File: src/rtl/rx_pdo_cfg.svh
/*
 * Constants for the receive process-data unit: dictionary indices, defaults and field positions.
 * Assumes inclusion by bare name from package and design files.
 */
`ifndef RX_PDO_CFG_SVH
`define RX_PDO_CFG_SVH

// ----------------------------------------------------------------------------
// channel geometry
// ----------------------------------------------------------------------------
`define RX_CH          4
`define MAP_MAX        4
`define PAYLOAD_BITS   10'h040
`define PAYLOAD_W      64
`define COMM_LAST_SUB  32'h0000_0004

// ----------------------------------------------------------------------------
// dictionary indices
// ----------------------------------------------------------------------------
`define IDX_COMM       16'h1400
`define IDX_MAP        16'h1600
`define IDX_MFR_LO     16'h2000
`define IDX_MFR_HI     16'h5fff
`define SUB_COUNT      8'h00
`define SUB_COBID      8'h01
`define SUB_TTYPE      8'h02

// ----------------------------------------------------------------------------
// identifiers and defaults
// ----------------------------------------------------------------------------
`define COB_BASE0      11'h200
`define COB_STEP       11'h100
`define SYNC_ID        11'h080
`define SDO_RX_BASE    11'h600
`define SDO_TX_BASE    11'h580
`define COB_DIS_BIT    31
`define TT_SYNC_MAX    8'hf0
`define TT_ASYNC_LO    8'hfe
`define TT_DEFAULT     8'hfe
`define MAP_DEF_COUNT  8'h02
`define MAP_DEF_E0     32'h22ad_0010
`define MAP_DEF_E1     32'h22b8_0010

`endif

File: src/rtl/rx_pdo_pkg.sv
/*
 * Types shared by the receive process-data unit and its surroundings.
 * Assumes rx_pdo_cfg.svh is on the include path.
 */
`include "rx_pdo_cfg.svh"

package rx_pdo_pkg;

    // one received bus frame; data byte 0 sits in bits 7:0
    typedef struct packed {
        logic                     valid;
        logic                     rtr;
        logic [10:0]              id;
        logic [3:0]               dlc;
        logic [`PAYLOAD_W-1:0]    data;
    } can_frame_t;

    // service-data access to the dictionary
    typedef struct packed {
        logic                     valid;
        logic                     we;
        logic                     target_ro;
        logic [15:0]              index;
        logic [7:0]               sub;
        logic [31:0]              data;
    } cfg_req_t;

    typedef struct packed {
        logic                     ack;
        logic                     err;
        logic [31:0]              rdata;
    } cfg_resp_t;

    // one mapped object update
    typedef struct packed {
        logic                     valid;
        logic [15:0]              index;
        logic [7:0]               sub;
        logic [7:0]               size;
        logic [`PAYLOAD_W-1:0]    value;
    } obj_write_t;

    typedef enum logic {ST_IDLE, ST_EMIT} apply_state_t;

endpackage : rx_pdo_pkg

File: src/rtl/canopen_receive_pdo_unit.sv
/*
 * Receive process-data unit: identifier filter, sync/async apply, mapping dictionary.
 * Assumes frames, config requests and the network state arrive synchronous to clk_sys.
 */
`include "rx_pdo_cfg.svh"

// Operation
// - service writes at index 2000h and above raise a nonvolatile commit; others are volatile
// - frame integers are least significant byte first
// - process data is consumed only while the network state is operational
// - payload carries no index; mapping list alone gives its meaning
// - read-only objects 2000h-5FFFh cannot be mapped into receive channels
// - four receive channels, up to eight payload bytes each
// - channel identifiers default to 200h/300h/400h/500h plus node address
// - a channel captures a frame only when identifiers are equal
// - identifier bit 31 set disables the channel
// - types 0-240 capture at once, apply at next SYNC
// - types 254 and 255 apply immediately after reception
// - entry count 0 disables the channel, 1 to 4 gives valid entries
// - at most four entries totalling eight bytes
// - entry is index 16 bits, sub-index 8 bits, size in bits 8 bits
// - remap by writing count 0, entries, then nonzero count re-enabling
// - default mapping is 22ADh.0 and 22B8h.0, 16 bits each; only channel 0 loads it, the others start with count 0
// - service requests use 600h plus node, replies 580h plus node
module canopen_receive_pdo_unit
    import rx_pdo_pkg::*;
#(
    parameter int NUM_CH = `RX_CH
) (
    input  wire logic        clk_sys,
    input  wire logic        nrst,
    input  wire logic        ce,
    input  wire logic [6:0]  node_id,
    input  wire logic        nmt_operational,
    input  wire can_frame_t  frame,
    input  wire cfg_req_t    cfg_req,
    output cfg_resp_t        cfg_resp,
    output obj_write_t       obj_wr,
    output logic             nv_commit,
    output logic             sdo_request,
    output logic [10:0]      sdo_reply_id
);

    localparam int CW = $clog2(NUM_CH);

    // ------------------------------------------------------------------------
    // helpers
    // ------------------------------------------------------------------------
    // total mapped bits of the first n entries
    function automatic logic [9:0] map_bits(input logic [`MAP_MAX-1:0][31:0] ent,
                                            input logic [7:0] n);
        logic [9:0] sum;
        sum = '0;
        for (int e = 0; e < `MAP_MAX; e++) begin
            if (e < n) sum = sum + {2'b00, ent[e][7:0]};
        end
        return sum;
    endfunction : map_bits

    function automatic logic [`PAYLOAD_W-1:0] low_mask(input logic [7:0] size);
        logic [`PAYLOAD_W-1:0] m;
        m = (size >= 8'(`PAYLOAD_W)) ? '1 : ((`PAYLOAD_W'(1) << size) - `PAYLOAD_W'(1));
        return m;
    endfunction : low_mask

    // ------------------------------------------------------------------------
    // configuration state
    // ------------------------------------------------------------------------
    logic [NUM_CH-1:0][31:0]               cob,   next_cob;
    logic [NUM_CH-1:0][7:0]                ttype, next_ttype;
    logic [NUM_CH-1:0][7:0]                cnt,   next_cnt;
    logic [NUM_CH-1:0][`MAP_MAX-1:0][31:0] map,   next_map;
    logic                                  init_done, next_init_done;
    cfg_resp_t                             next_resp;
    logic                                  next_nv;
    logic [10:0]                           next_reply_id;

    // defaults need the node address, so they load on the first enabled edge after reset
    always_comb begin
        logic [CW-1:0] ch;
        logic [2:0]    es;
        ch             = '0;
        es             = '0;
        next_cob       = cob;
        next_ttype     = ttype;
        next_cnt       = cnt;
        next_map       = map;
        next_init_done = init_done;
        next_resp      = '0;
        next_nv        = 1'b0;
        next_reply_id  = `SDO_TX_BASE + {4'h0, node_id};
        if (!init_done) begin
            next_init_done = 1'b1;
            next_map       = '0;
            next_cnt       = '0;
            for (int c = 0; c < NUM_CH; c++) begin
                next_cob[c]   = {21'h0, `COB_BASE0 + 11'(c) * `COB_STEP + {4'h0, node_id}};
                next_ttype[c] = `TT_DEFAULT;
            end
            next_cnt[0]    = `MAP_DEF_COUNT;
            next_map[0][0] = `MAP_DEF_E0;
            next_map[0][1] = `MAP_DEF_E1;
        end else if (cfg_req.valid) begin
            next_resp.ack = 1'b1;
            ch            = cfg_req.index[CW-1:0];
            es            = cfg_req.sub[2:0] - 3'h1;
            if (cfg_req.index >= `IDX_COMM && cfg_req.index < `IDX_COMM + 16'(NUM_CH)) begin
                if (cfg_req.sub == `SUB_COBID) begin
                    if (cfg_req.we) next_cob[ch] = cfg_req.data;
                    else next_resp.rdata = cob[ch];
                end else if (cfg_req.sub == `SUB_TTYPE) begin
                    if (cfg_req.we) next_ttype[ch] = cfg_req.data[7:0];
                    else next_resp.rdata = {24'h0, ttype[ch]};
                end else if (cfg_req.sub == `SUB_COUNT && !cfg_req.we) begin
                    next_resp.rdata = `COMM_LAST_SUB;
                end else begin
                    next_resp.err = 1'b1;
                end
            end else if (cfg_req.index >= `IDX_MAP
                         && cfg_req.index < `IDX_MAP + 16'(NUM_CH)) begin
                if (cfg_req.sub == `SUB_COUNT) begin
                    if (!cfg_req.we) begin
                        next_resp.rdata = {24'h0, cnt[ch]};
                    // nonzero count only from zero and only if it fits eight bytes
                    end else if (cfg_req.data <= 32'(`MAP_MAX) && (cfg_req.data == '0
                                 || (cnt[ch] == '0 && map_bits(map[ch], cfg_req.data[7:0])
                                     <= `PAYLOAD_BITS))) begin
                        next_cnt[ch] = cfg_req.data[7:0];
                    end else begin
                        next_resp.err = 1'b1;
                    end
                end else if (cfg_req.sub <= 8'(`MAP_MAX)) begin
                    if (!cfg_req.we) begin
                        next_resp.rdata = map[ch][es[1:0]];
                    end else if (cnt[ch] != '0) begin
                        next_resp.err = 1'b1;
                    end else if (cfg_req.target_ro && cfg_req.data[31:16] >= `IDX_MFR_LO
                                 && cfg_req.data[31:16] <= `IDX_MFR_HI) begin
                        next_resp.err = 1'b1;
                    end else begin
                        next_map[ch][es[1:0]] = cfg_req.data;
                    end
                end else begin
                    next_resp.err = 1'b1;
                end
            end else if (cfg_req.index >= `IDX_MFR_LO && cfg_req.we) begin
                next_nv = 1'b1;
            end else begin
                next_resp.err = 1'b1; // nothing else is held or persisted here
            end
        end
    end

    always_ff @(posedge clk_sys or negedge nrst) begin
        if (!nrst) begin
            cob          <= '0;
            ttype        <= '0;
            cnt          <= '0;
            map          <= '0;
            init_done    <= 1'b0;
            cfg_resp     <= '0;
            nv_commit    <= 1'b0;
            sdo_reply_id <= '0;
        end else if (ce) begin
            cob          <= next_cob;
            ttype        <= next_ttype;
            cnt          <= next_cnt;
            map          <= next_map;
            init_done    <= next_init_done;
            cfg_resp     <= next_resp;
            nv_commit    <= next_nv;
            sdo_reply_id <= next_reply_id;
        end
    end

    // ------------------------------------------------------------------------
    // reception and apply engine
    // ------------------------------------------------------------------------
    logic [NUM_CH-1:0][`PAYLOAD_W-1:0] buf_data, next_buf_data;
    logic [NUM_CH-1:0]                 pend,     next_pend;
    logic [NUM_CH-1:0]                 apply,    next_apply;
    apply_state_t                      state,    next_state;
    logic [CW-1:0]                     cur,      next_cur;
    logic [2:0]                        ent,      next_ent;
    logic [`PAYLOAD_W-1:0]             shift,    next_shift;
    obj_write_t                        next_obj;
    logic                              next_sdo;

    // engine clears come first so that a capture in the same cycle wins
    always_comb begin
        logic [31:0] e;
        e             = map[cur][ent[1:0]];
        next_buf_data = buf_data;
        next_pend     = pend;
        next_apply    = apply;
        next_state    = state;
        next_cur      = cur;
        next_ent      = ent;
        next_shift    = shift;
        next_obj      = '0;
        next_sdo      = 1'b0;
        case (state)
            ST_IDLE: begin
                if (|apply) begin
                    for (int c = NUM_CH - 1; c >= 0; c--) begin
                        if (apply[c]) next_cur = CW'(c);
                    end
                    next_shift            = buf_data[next_cur];
                    next_apply[next_cur]  = 1'b0;
                    next_ent              = '0;
                    next_state            = ST_EMIT;
                end
            end
            ST_EMIT: begin
                // lowest bits go to the earliest entry, then the rest shifts down
                next_obj.valid = 1'b1;
                next_obj.index = e[31:16];
                next_obj.sub   = e[15:8];
                next_obj.size  = e[7:0];
                next_obj.value = shift & low_mask(e[7:0]);
                next_shift     = shift >> e[7:0];
                next_ent       = ent + 3'h1;
                if ({5'h0, ent + 3'h1} >= cnt[cur]) next_state = ST_IDLE;
            end
            default: next_state = ST_IDLE;
        endcase
        if (frame.valid && nmt_operational && !frame.rtr) begin
            // an empty frame on the sync identifier releases held captures
            if (frame.id == `SYNC_ID && frame.dlc == 4'h0) begin
                next_apply = next_apply | pend;
                next_pend  = '0;
            end
            if (frame.id == `SDO_RX_BASE + {4'h0, node_id}) next_sdo = 1'b1;
            for (int c = 0; c < NUM_CH; c++) begin
                if (!cob[c][`COB_DIS_BIT] && cnt[c] != '0
                    && frame.id == cob[c][10:0]
                    && {3'h0, frame.dlc, 3'h0} >= map_bits(map[c], cnt[c])) begin
                    if (ttype[c] <= `TT_SYNC_MAX) begin
                        next_buf_data[c] = frame.data;
                        next_pend[c]     = 1'b1;
                    end else if (ttype[c] >= `TT_ASYNC_LO) begin
                        next_buf_data[c] = frame.data;
                        next_apply[c]    = 1'b1;
                    end
                end
            end
        end
        // leaving operational drops anything still waiting
        if (!nmt_operational) begin
            next_pend  = '0;
            next_apply = '0;
        end
    end

    always_ff @(posedge clk_sys or negedge nrst) begin
        if (!nrst) begin
            buf_data    <= '0;
            pend        <= '0;
            apply       <= '0;
            state       <= ST_IDLE;
            cur         <= '0;
            ent         <= '0;
            shift       <= '0;
            obj_wr      <= '0;
            sdo_request <= 1'b0;
        end else if (ce) begin
            buf_data    <= next_buf_data;
            pend        <= next_pend;
            apply       <= next_apply;
            state       <= next_state;
            cur         <= next_cur;
            ent         <= next_ent;
            shift       <= next_shift;
            obj_wr      <= next_obj;
            sdo_request <= next_sdo;
        end
    end

    // ------------------------------------------------------------------------
    // assertions
    // ------------------------------------------------------------------------
    logic hit0;
    assign hit0 = frame.valid && nmt_operational && !frame.rtr && init_done
                  && frame.id == cob[0][10:0] && cnt[0] != '0 && frame.id != `SYNC_ID;

    a_nv_commit_cause: assert property (@(posedge clk_sys) disable iff (!nrst)
        ce && cfg_req.valid && cfg_req.we && init_done && cfg_req.index >= `IDX_MFR_LO
        |=> nv_commit)
        else $error("manufacturer write did not commit");

    a_offline_drop: assert property (@(posedge clk_sys) disable iff (!nrst)
        ce && !nmt_operational |=> pend == '0 && apply == '0)
        else $error("process data held while not operational");

    a_disabled_ch: assert property (@(posedge clk_sys) disable iff (!nrst)
        ce && hit0 && cob[0][`COB_DIS_BIT] && !pend[0] && !apply[0]
        |=> !pend[0] && !apply[0])
        else $error("disabled channel captured a frame");

    a_short_frame: assert property (@(posedge clk_sys) disable iff (!nrst)
        ce && hit0 && !pend[0] && !apply[0]
        && {3'h0, frame.dlc, 3'h0} < map_bits(map[0], cnt[0])
        |=> !pend[0] && !apply[0])
        else $error("short frame was captured");

    a_sync_hold: assert property (@(posedge clk_sys) disable iff (!nrst)
        ce && hit0 && !cob[0][`COB_DIS_BIT] && ttype[0] <= `TT_SYNC_MAX && !apply[0]
        && {3'h0, frame.dlc, 3'h0} >= map_bits(map[0], cnt[0])
        |=> pend[0] && !apply[0])
        else $error("synchronous capture not held for sync");

    a_async_apply: assert property (@(posedge clk_sys) disable iff (!nrst || !ce)
        hit0 && !cob[0][`COB_DIS_BIT] && ttype[0] >= `TT_ASYNC_LO
        && {3'h0, frame.dlc, 3'h0} >= map_bits(map[0], cnt[0])
        |=> apply[0] ##[1:3] obj_wr.valid)
        else $error("asynchronous frame not applied");

    a_remap_guard: assert property (@(posedge clk_sys) disable iff (!nrst)
        ce && init_done && cfg_req.valid && cfg_req.we && cfg_req.index == `IDX_MAP
        && cfg_req.sub != `SUB_COUNT && cfg_req.sub <= 8'(`MAP_MAX) && cnt[0] != '0
        |=> cfg_resp.err && $stable(map[0]))
        else $error("entry changed while channel enabled");

    a_map_fits: assert property (@(posedge clk_sys) disable iff (!nrst)
        cnt[0] <= 8'(`MAP_MAX) && map_bits(map[0], cnt[0]) <= `PAYLOAD_BITS)
        else $error("mapping exceeds eight bytes");

    a_default_ids: assert property (@(posedge clk_sys) disable iff (!nrst)
        $rose(init_done) |-> cob[1][10:0] == `COB_BASE0 + `COB_STEP + {4'h0, $past(node_id)})
        else $error("default identifier wrong");

    c_async: cover property (@(posedge clk_sys) disable iff (!nrst)
        apply[0] ##[1:4] obj_wr.valid);
    // sync clears pend and raises apply on one edge, so both show in the same sample
    c_sync: cover property (@(posedge clk_sys) disable iff (!nrst) $fell(pend[0]) && apply[0]);
    c_refused: cover property (@(posedge clk_sys) disable iff (!nrst) cfg_resp.err);
    c_commit: cover property (@(posedge clk_sys) disable iff (!nrst) nv_commit);

endmodule : canopen_receive_pdo_unit

File: config.mk
export PLATFORM = sky130hd
export DESIGN_NAME = canopen_receive_pdo_unit
export DESIGN_NICKNAME = d
export VERILOG_FILES = /design/src/rtl/rx_pdo_pkg.sv /design/src/rtl/canopen_receive_pdo_unit.sv
export VERILOG_INCLUDE_DIRS = /design/src /design/src/rtl
export SDC_FILE = /design/constraint.sdc
export NUM_CORES = 2
export LEC_CHECK = 0
export ABC_AREA = 1
export BUFFER_PORTS_ARGS = -buffer_cell sky130_fd_sc_hd__buf_2
export CORE_MARGIN = 4
export CORE_UTILIZATION = 57
export DETAILED_ROUTE_END_ITERATION = 7
export MAX_ROUTING_LAYER = met4
export PLACE_DENSITY = 0.79
export SLEW_MARGIN = 10
export SYNTH_ARGS = -nofsm -noshare
export SYNTH_HDL_FRONTEND = slang
export SYNTH_SLANG_ARGS = --single-unit
File: constraint.sdc
create_clock -name clk_sys -period 5.25 [get_ports clk_sys]
set_input_delay 1.05 -clock clk_sys [delete_from_list [all_inputs] [get_ports clk_sys]]
set_output_delay 1.05 -clock clk_sys [all_outputs]
set_load 0.02 [all_outputs]
==> flow_summary.ini, run 1 <==
[status]
status = aborted with a tool error
haltStage = global routing
error_line = [ERROR GRT-0232] Routing congestion too high. Check the congestion heatmap in the GUI.

[placement]
place_congestion = 1.08
numPortBuffers = 293
place_hpwl_um = 229000

[floorplan]
rows = 128
die_w_um = 358
start_util_pct = 57.4
die_h_um = 358
ioPinCount = 295

[global_route]
grt.total_usage_pct = 63.2
antenna_found_initial = 47
grt_max_degree = 267
grt-ovfl-total = 115

[yosys]
synth_edf_count = 0
synth_nets = 9563
ys_types = 76
synth_seq_cells = 1179
yosys_warnings = 0
syn_inst = 9252
syn_area_um2 = 69900
seq_area_frac_synth_pct = 42.2
synth-async-reset-ratio_pct = 100
syn_avg_cell_area_um2 = 7.55
ys.flop_type = dfrtp_1

[timing]
worstEpCategory = register data pin
crit_endpoint = buf_data[118]$_DFFE_PN0P_/D

[cts]
cts_buffer_depth = 3
htreeDepth = 4
clock-root-buffer = clkbuf_16
cts_buffers = 130
cts.sinks = 1179
synth_stat cells (all sizes together), types with 3 or more instances:
| library cell | number | area share, % |
|---|---|---|
| a2111oi | 4 | 0.050 |
| a211oi | 12 | 0.13 |
| a21boi | 7 | 0.075 |
| a21o | 10 | 0.11 |
| a21oi | 484 | 3.5 |
| a221oi | 71 | 0.89 |
| a22o | 18 | 0.23 |
| a22oi | 54 | 0.58 |
| a2bb2oi | 4 | 0.050 |
| a31oi | 50 | 0.45 |
| a32o | 37 | 0.53 |
| a41oi | 5 | 0.063 |
| and2 | 7 | 0.063 |
| buf | 283 | 2.1 |
| clkbuf | 376 | 2.0 |
| clkinv | 9 | 0.050 |
| dfrtp | 1179 | 42 |
| fa | 15 | 0.43 |
| ha | 145 | 2.6 |
| inv | 1004 | 5.4 |
| mux2i | 13 | 0.19 |
| nand2 | 1848 | 10 |
| nand3 | 789 | 5.8 |
| nand3b | 19 | 0.20 |
| nand4 | 51 | 0.47 |
| nor2 | 482 | 2.8 |
| nor3 | 81 | 0.63 |
| nor3b | 3 | 0.039 |
| nor4 | 21 | 0.21 |
| o2111ai | 10 | 0.13 |
| o211ai | 83 | 0.89 |
| o21a | 14 | 0.15 |
| o21ai | 1282 | 9.2 |
| o21bai | 12 | 0.13 |
| o221ai | 72 | 0.90 |
| o22ai | 542 | 4.9 |
| o31ai | 23 | 0.25 |
| o32ai | 11 | 0.14 |
| o41ai | 3 | 0.038 |
| or2 | 26 | 0.23 |
| xnor2 | 35 | 0.44 |
| xor2 | 43 | 0.54 |
stage by stage:
step                      cells  worst slack (ns)  cell area, µm²  setup TNS (ns)
after CTS                 11400             -1.05           81300         -240.38
after floorplan            9252            -0.189           70600          -32.01
after detailed placement  11200             -1.18           76700         -372.47
after global placement    11200             -1.09           76700         -306.50
cell families after synthesis:
group	share of synthesized area, %
compound gates	23.5
other cells	0.00537
xor+xnor	0.978
simple gates	20.5
mux	0.186
buf+inv	9.59
fa+ha+maj	3.03
flops	42.2
repair_timing:
action | in CTS
resized for setup | 27
buffers inserted | 8
pin swaps | 18
endpoints found under the setup margin | 297
hold buffers | 0
gates cloned | 3
hold endpoints to repair | 0
per-layer routing:
metal  global-route usage [%]  overflow
met3                     43.1        11
met5                        -         -
met4                     39.3        44
met2                     77.8        45
met1                     73.7        15
==> run 2, diff against run 1 <==
- CORE_UTILIZATION: 57 -> 40
- MAX_ROUTING_LAYER: met4 -> unset
- PLACE_DENSITY: 0.79 -> unset
- PLACE_DENSITY_LB_ADDON: unset -> 0.15
- clock period: 5.25 -> 6.83 ns (I/O delays scaled with it)
==> flow_summary.ini, run 2 <==
[status]
status = completed

[drt]
final_antenna_net_count = 0
wire_per_inst_um = 28.3
first_pass_iters = 6
num_vias = 71900
wl_um = 333000
via_per_inst = 6.11
drtIter0Drc = 9891
drc = 0

[yosys]
ys.flop_type = dfrtp_1
seq_area_frac_synth_pct = 42.2
ys_top_cells_by_count = 1817 x nand2_1, 1179 x dfrtp_1, 1105 x o21ai_0, 974 x inv_1, 776 x nand3_1
syn_inst = 9252
synth_seq_cells = 1179
synth_edf_count = 0
synth-async-reset-ratio_pct = 100
synth_nets = 9563
yosys_warnings = 0
ys_types = 76
synth_area_leaders = dfrtp_1 42%, nand2_1 9.8%, o21ai_0 7.9%
yosysTopAreaCell = dfrtp_1
syn_avg_cell_area_um2 = 7.55
synth_top_cell_area_share_pct = 42.2
syn_area_um2 = 69900
synth_most_common_cell = nand2_1

[placement]
place_ws_ns = 0.0271
place_hpwl_um = 230000
place_congestion = 1.05
numPortBuffers = 293
dp_cells = 11500

[finish]
largest-register = map
area_growth_pct = 13.3
largest_reg_flops = 512
fin_cells = 11800
final_common_cell = nand2_1
nNetsFinal = 9631
reg_top3 = map: 512 flops, buf_data: 256 flops, cob: 128 flops
final_cell_mix = 1799 x nand2_1, 1174 x dfrtp_1, 1081 x o21ai_0
drive_above_1_share_pct = 10.9
final_util_pct = 45.5

[timing]
slew_headroom_pct = 16.3
worstMarginPinSlew_ns = 1.25
fin_skew_ns = 0.0489
fin_ws_ns = 0.427
finalHoldViolCount = 0
setup_viol = 0
fmax_mhz = 156
finalMaxSlewViolations = 0
finalCritPeriodShare_pct = 93.7
holdWs_ns = 0.471
min_period_ns = 6.40

[cts]
cts_buffer_depth = 3
clk-insertion-delay-late_ns = 0.83
htreeDepth = 4
cts.sinks = 1179
cts_buffers = 141
clock-root-buffer = clkbuf_16
clkTransAtPathRegs_ns = 0.06
cts_tree = yes
cts_hold_buf = 0

[min_path]
hp-class = register to register
hold_path_end = sdo_reply_id[4]$_DFFE_PN0P_
hold_start = sdo_reply_id[4]$_DFFE_PN0P_
hold_path_depth = 2

[global_route]
grt_max_degree = 198
antenna_found_initial = 29
grt-ovfl-total = 0
grt_pass1_vias = 67000
grt_pass1_wl_um = 477000
grt.total_usage_pct = 35.6

[power_and_ir_drop]
ir_drop_mv = 0.426
swShare_pct = 47.1
pwr-share-comb_pct = 45.8
p_int_w = 0.0155
powerDensity_nw_per_um2 = 370
power_frac_seq_pct = 28.4
pwr-share-clk_pct = 25.8
switching_power_w = 0.0138
p_leak_nw = 37.7

[worst_setup_path]
worstSetupPathType = register to register
cpMostUsedCell = nand2_1
critPathMaxStageDelay_ns = 0.42
critPathRequiredTime_ns = 7.52
cp_data_arrival_time_ns = 7.10
rr_worst_depth = 40
crit_fanout = 17
cp_slowest_cell = fa_1
worstReg2RegEnd = buf_data[142]$_DFFE_PN0P_
start_kind = register
rrSetupSlack_ns = 0.43
end_kind = register
r2r-start = cnt[23]$_DFFE_PN0P_

[floorplan]
start_util_pct = 40.2
ioPinCount = 295
rows = 153
core-area_um2 = 174000
dieArea_um2 = 181000
die_w_um = 426
die_h_um = 426

[job]
drv_cap = 0
## run 2: cell counts after synthesis
No cell type changed its count.
## run 2: worst max path at each step
stage                        start                        end  slack (ns)  depth (start not counted)
2_1_floorplan          cfg_req[41]        cnt[24]$_DFFE_PN0P_        0.40                         41
3_3_place_gp            cfg_req[2]        cnt[10]$_DFFE_PN0P_        0.12                         39
3_5_place_dp           cfg_req[40]         cnt[9]$_DFFE_PN0P_        0.03                         33
4_1_cts        cnt[12]$_DFFE_PN0P_   buf_data[83]$_DFFE_PN0P_        0.13                         39
5_1_grt        cnt[23]$_DFFE_PN0P_  buf_data[181]$_DFFE_PN0P_      -0.008                         40
6_report       cnt[23]$_DFFE_PN0P_  buf_data[142]$_DFFE_PN0P_        0.43                         40
## run 2: metal layers
layer | routed length, µm | GRT usage, % | part of all wire, % | up-vias
met5 | 69 | 0 | 0.021 | -
met4 | 18300 | 17.6 | 5.5 | 12
met3 | 36300 | 9.43 | 11 | 782
met2 | 138000 | 50.3 | 41 | 4053
met1 | 140000 | 50.1 | 42 | 35100
li1 | - | - | - | 31900
## run 2: layout make-up
class	instances	area (µm²)
antenna	23	57.6
clock buffer	206	4080
clock inverter	43	497
fill	17800	94700
inverter	1013	3830
multi-input combinational	6401	34100
sequential	1179	29500
tap	2325	2910
timing repair buffer	584	4150
## run 2: kinds of logic after synthesis
kind of cell	Yosys count	share of synthesized area (%)
compound gates	2822	23.5
simple gates	3327	20.5
other cells	1	0.00537
mux	13	0.186
buf+inv	1672	9.59
flops	1179	42.2
xor+xnor	78	0.978
fa+ha+maj	160	3.03
## run 2: critical path, delay by kind of cell, from the launching register on
family	cells	cell delay, ns
adder cells (fa/ha/maj)	5	1.63
AO/OA/AOI/OAI	8	1.01
buffers and inverters	9	1.24
AND/OR/NAND/NOR	18	1.93
flip-flops	1	0.41
## run 2: power groups by stage
| stage | Combinational [W] | Clock [W] | Sequential, W |
|---|---|---|---|
| floorplan | 0.00828 | 0 | 0.00826 |
| global placement | 0.0130 | 0 | 0.00840 |
| detailed placement | 0.0130 | 0 | 0.00841 |
| CTS | 0.0130 | 0.00765 | 0.00829 |
| global route | 0.0144 | 0.00792 | 0.00835 |
| finish | 0.0134 | 0.00756 | 0.00833 |
## run 2: stage by stage
step,setup TNS [ns],total power [W],area (µm²)
floorplan,0,0.0165,69900
global route,-0.0112,0.0306,79100
CTS,0,0.0289,78800
global placement,0,0.0214,74200
finish,0,0.0293,79200
detailed placement,0,0.0214,74200
## run 2: repair_timing
item	4_1_cts	5_1_grt
buffers inserted	0	2
gates resized for setup	0	62
endpoints found under the setup margin	0	261
Power figures use the tool's default switching activity.
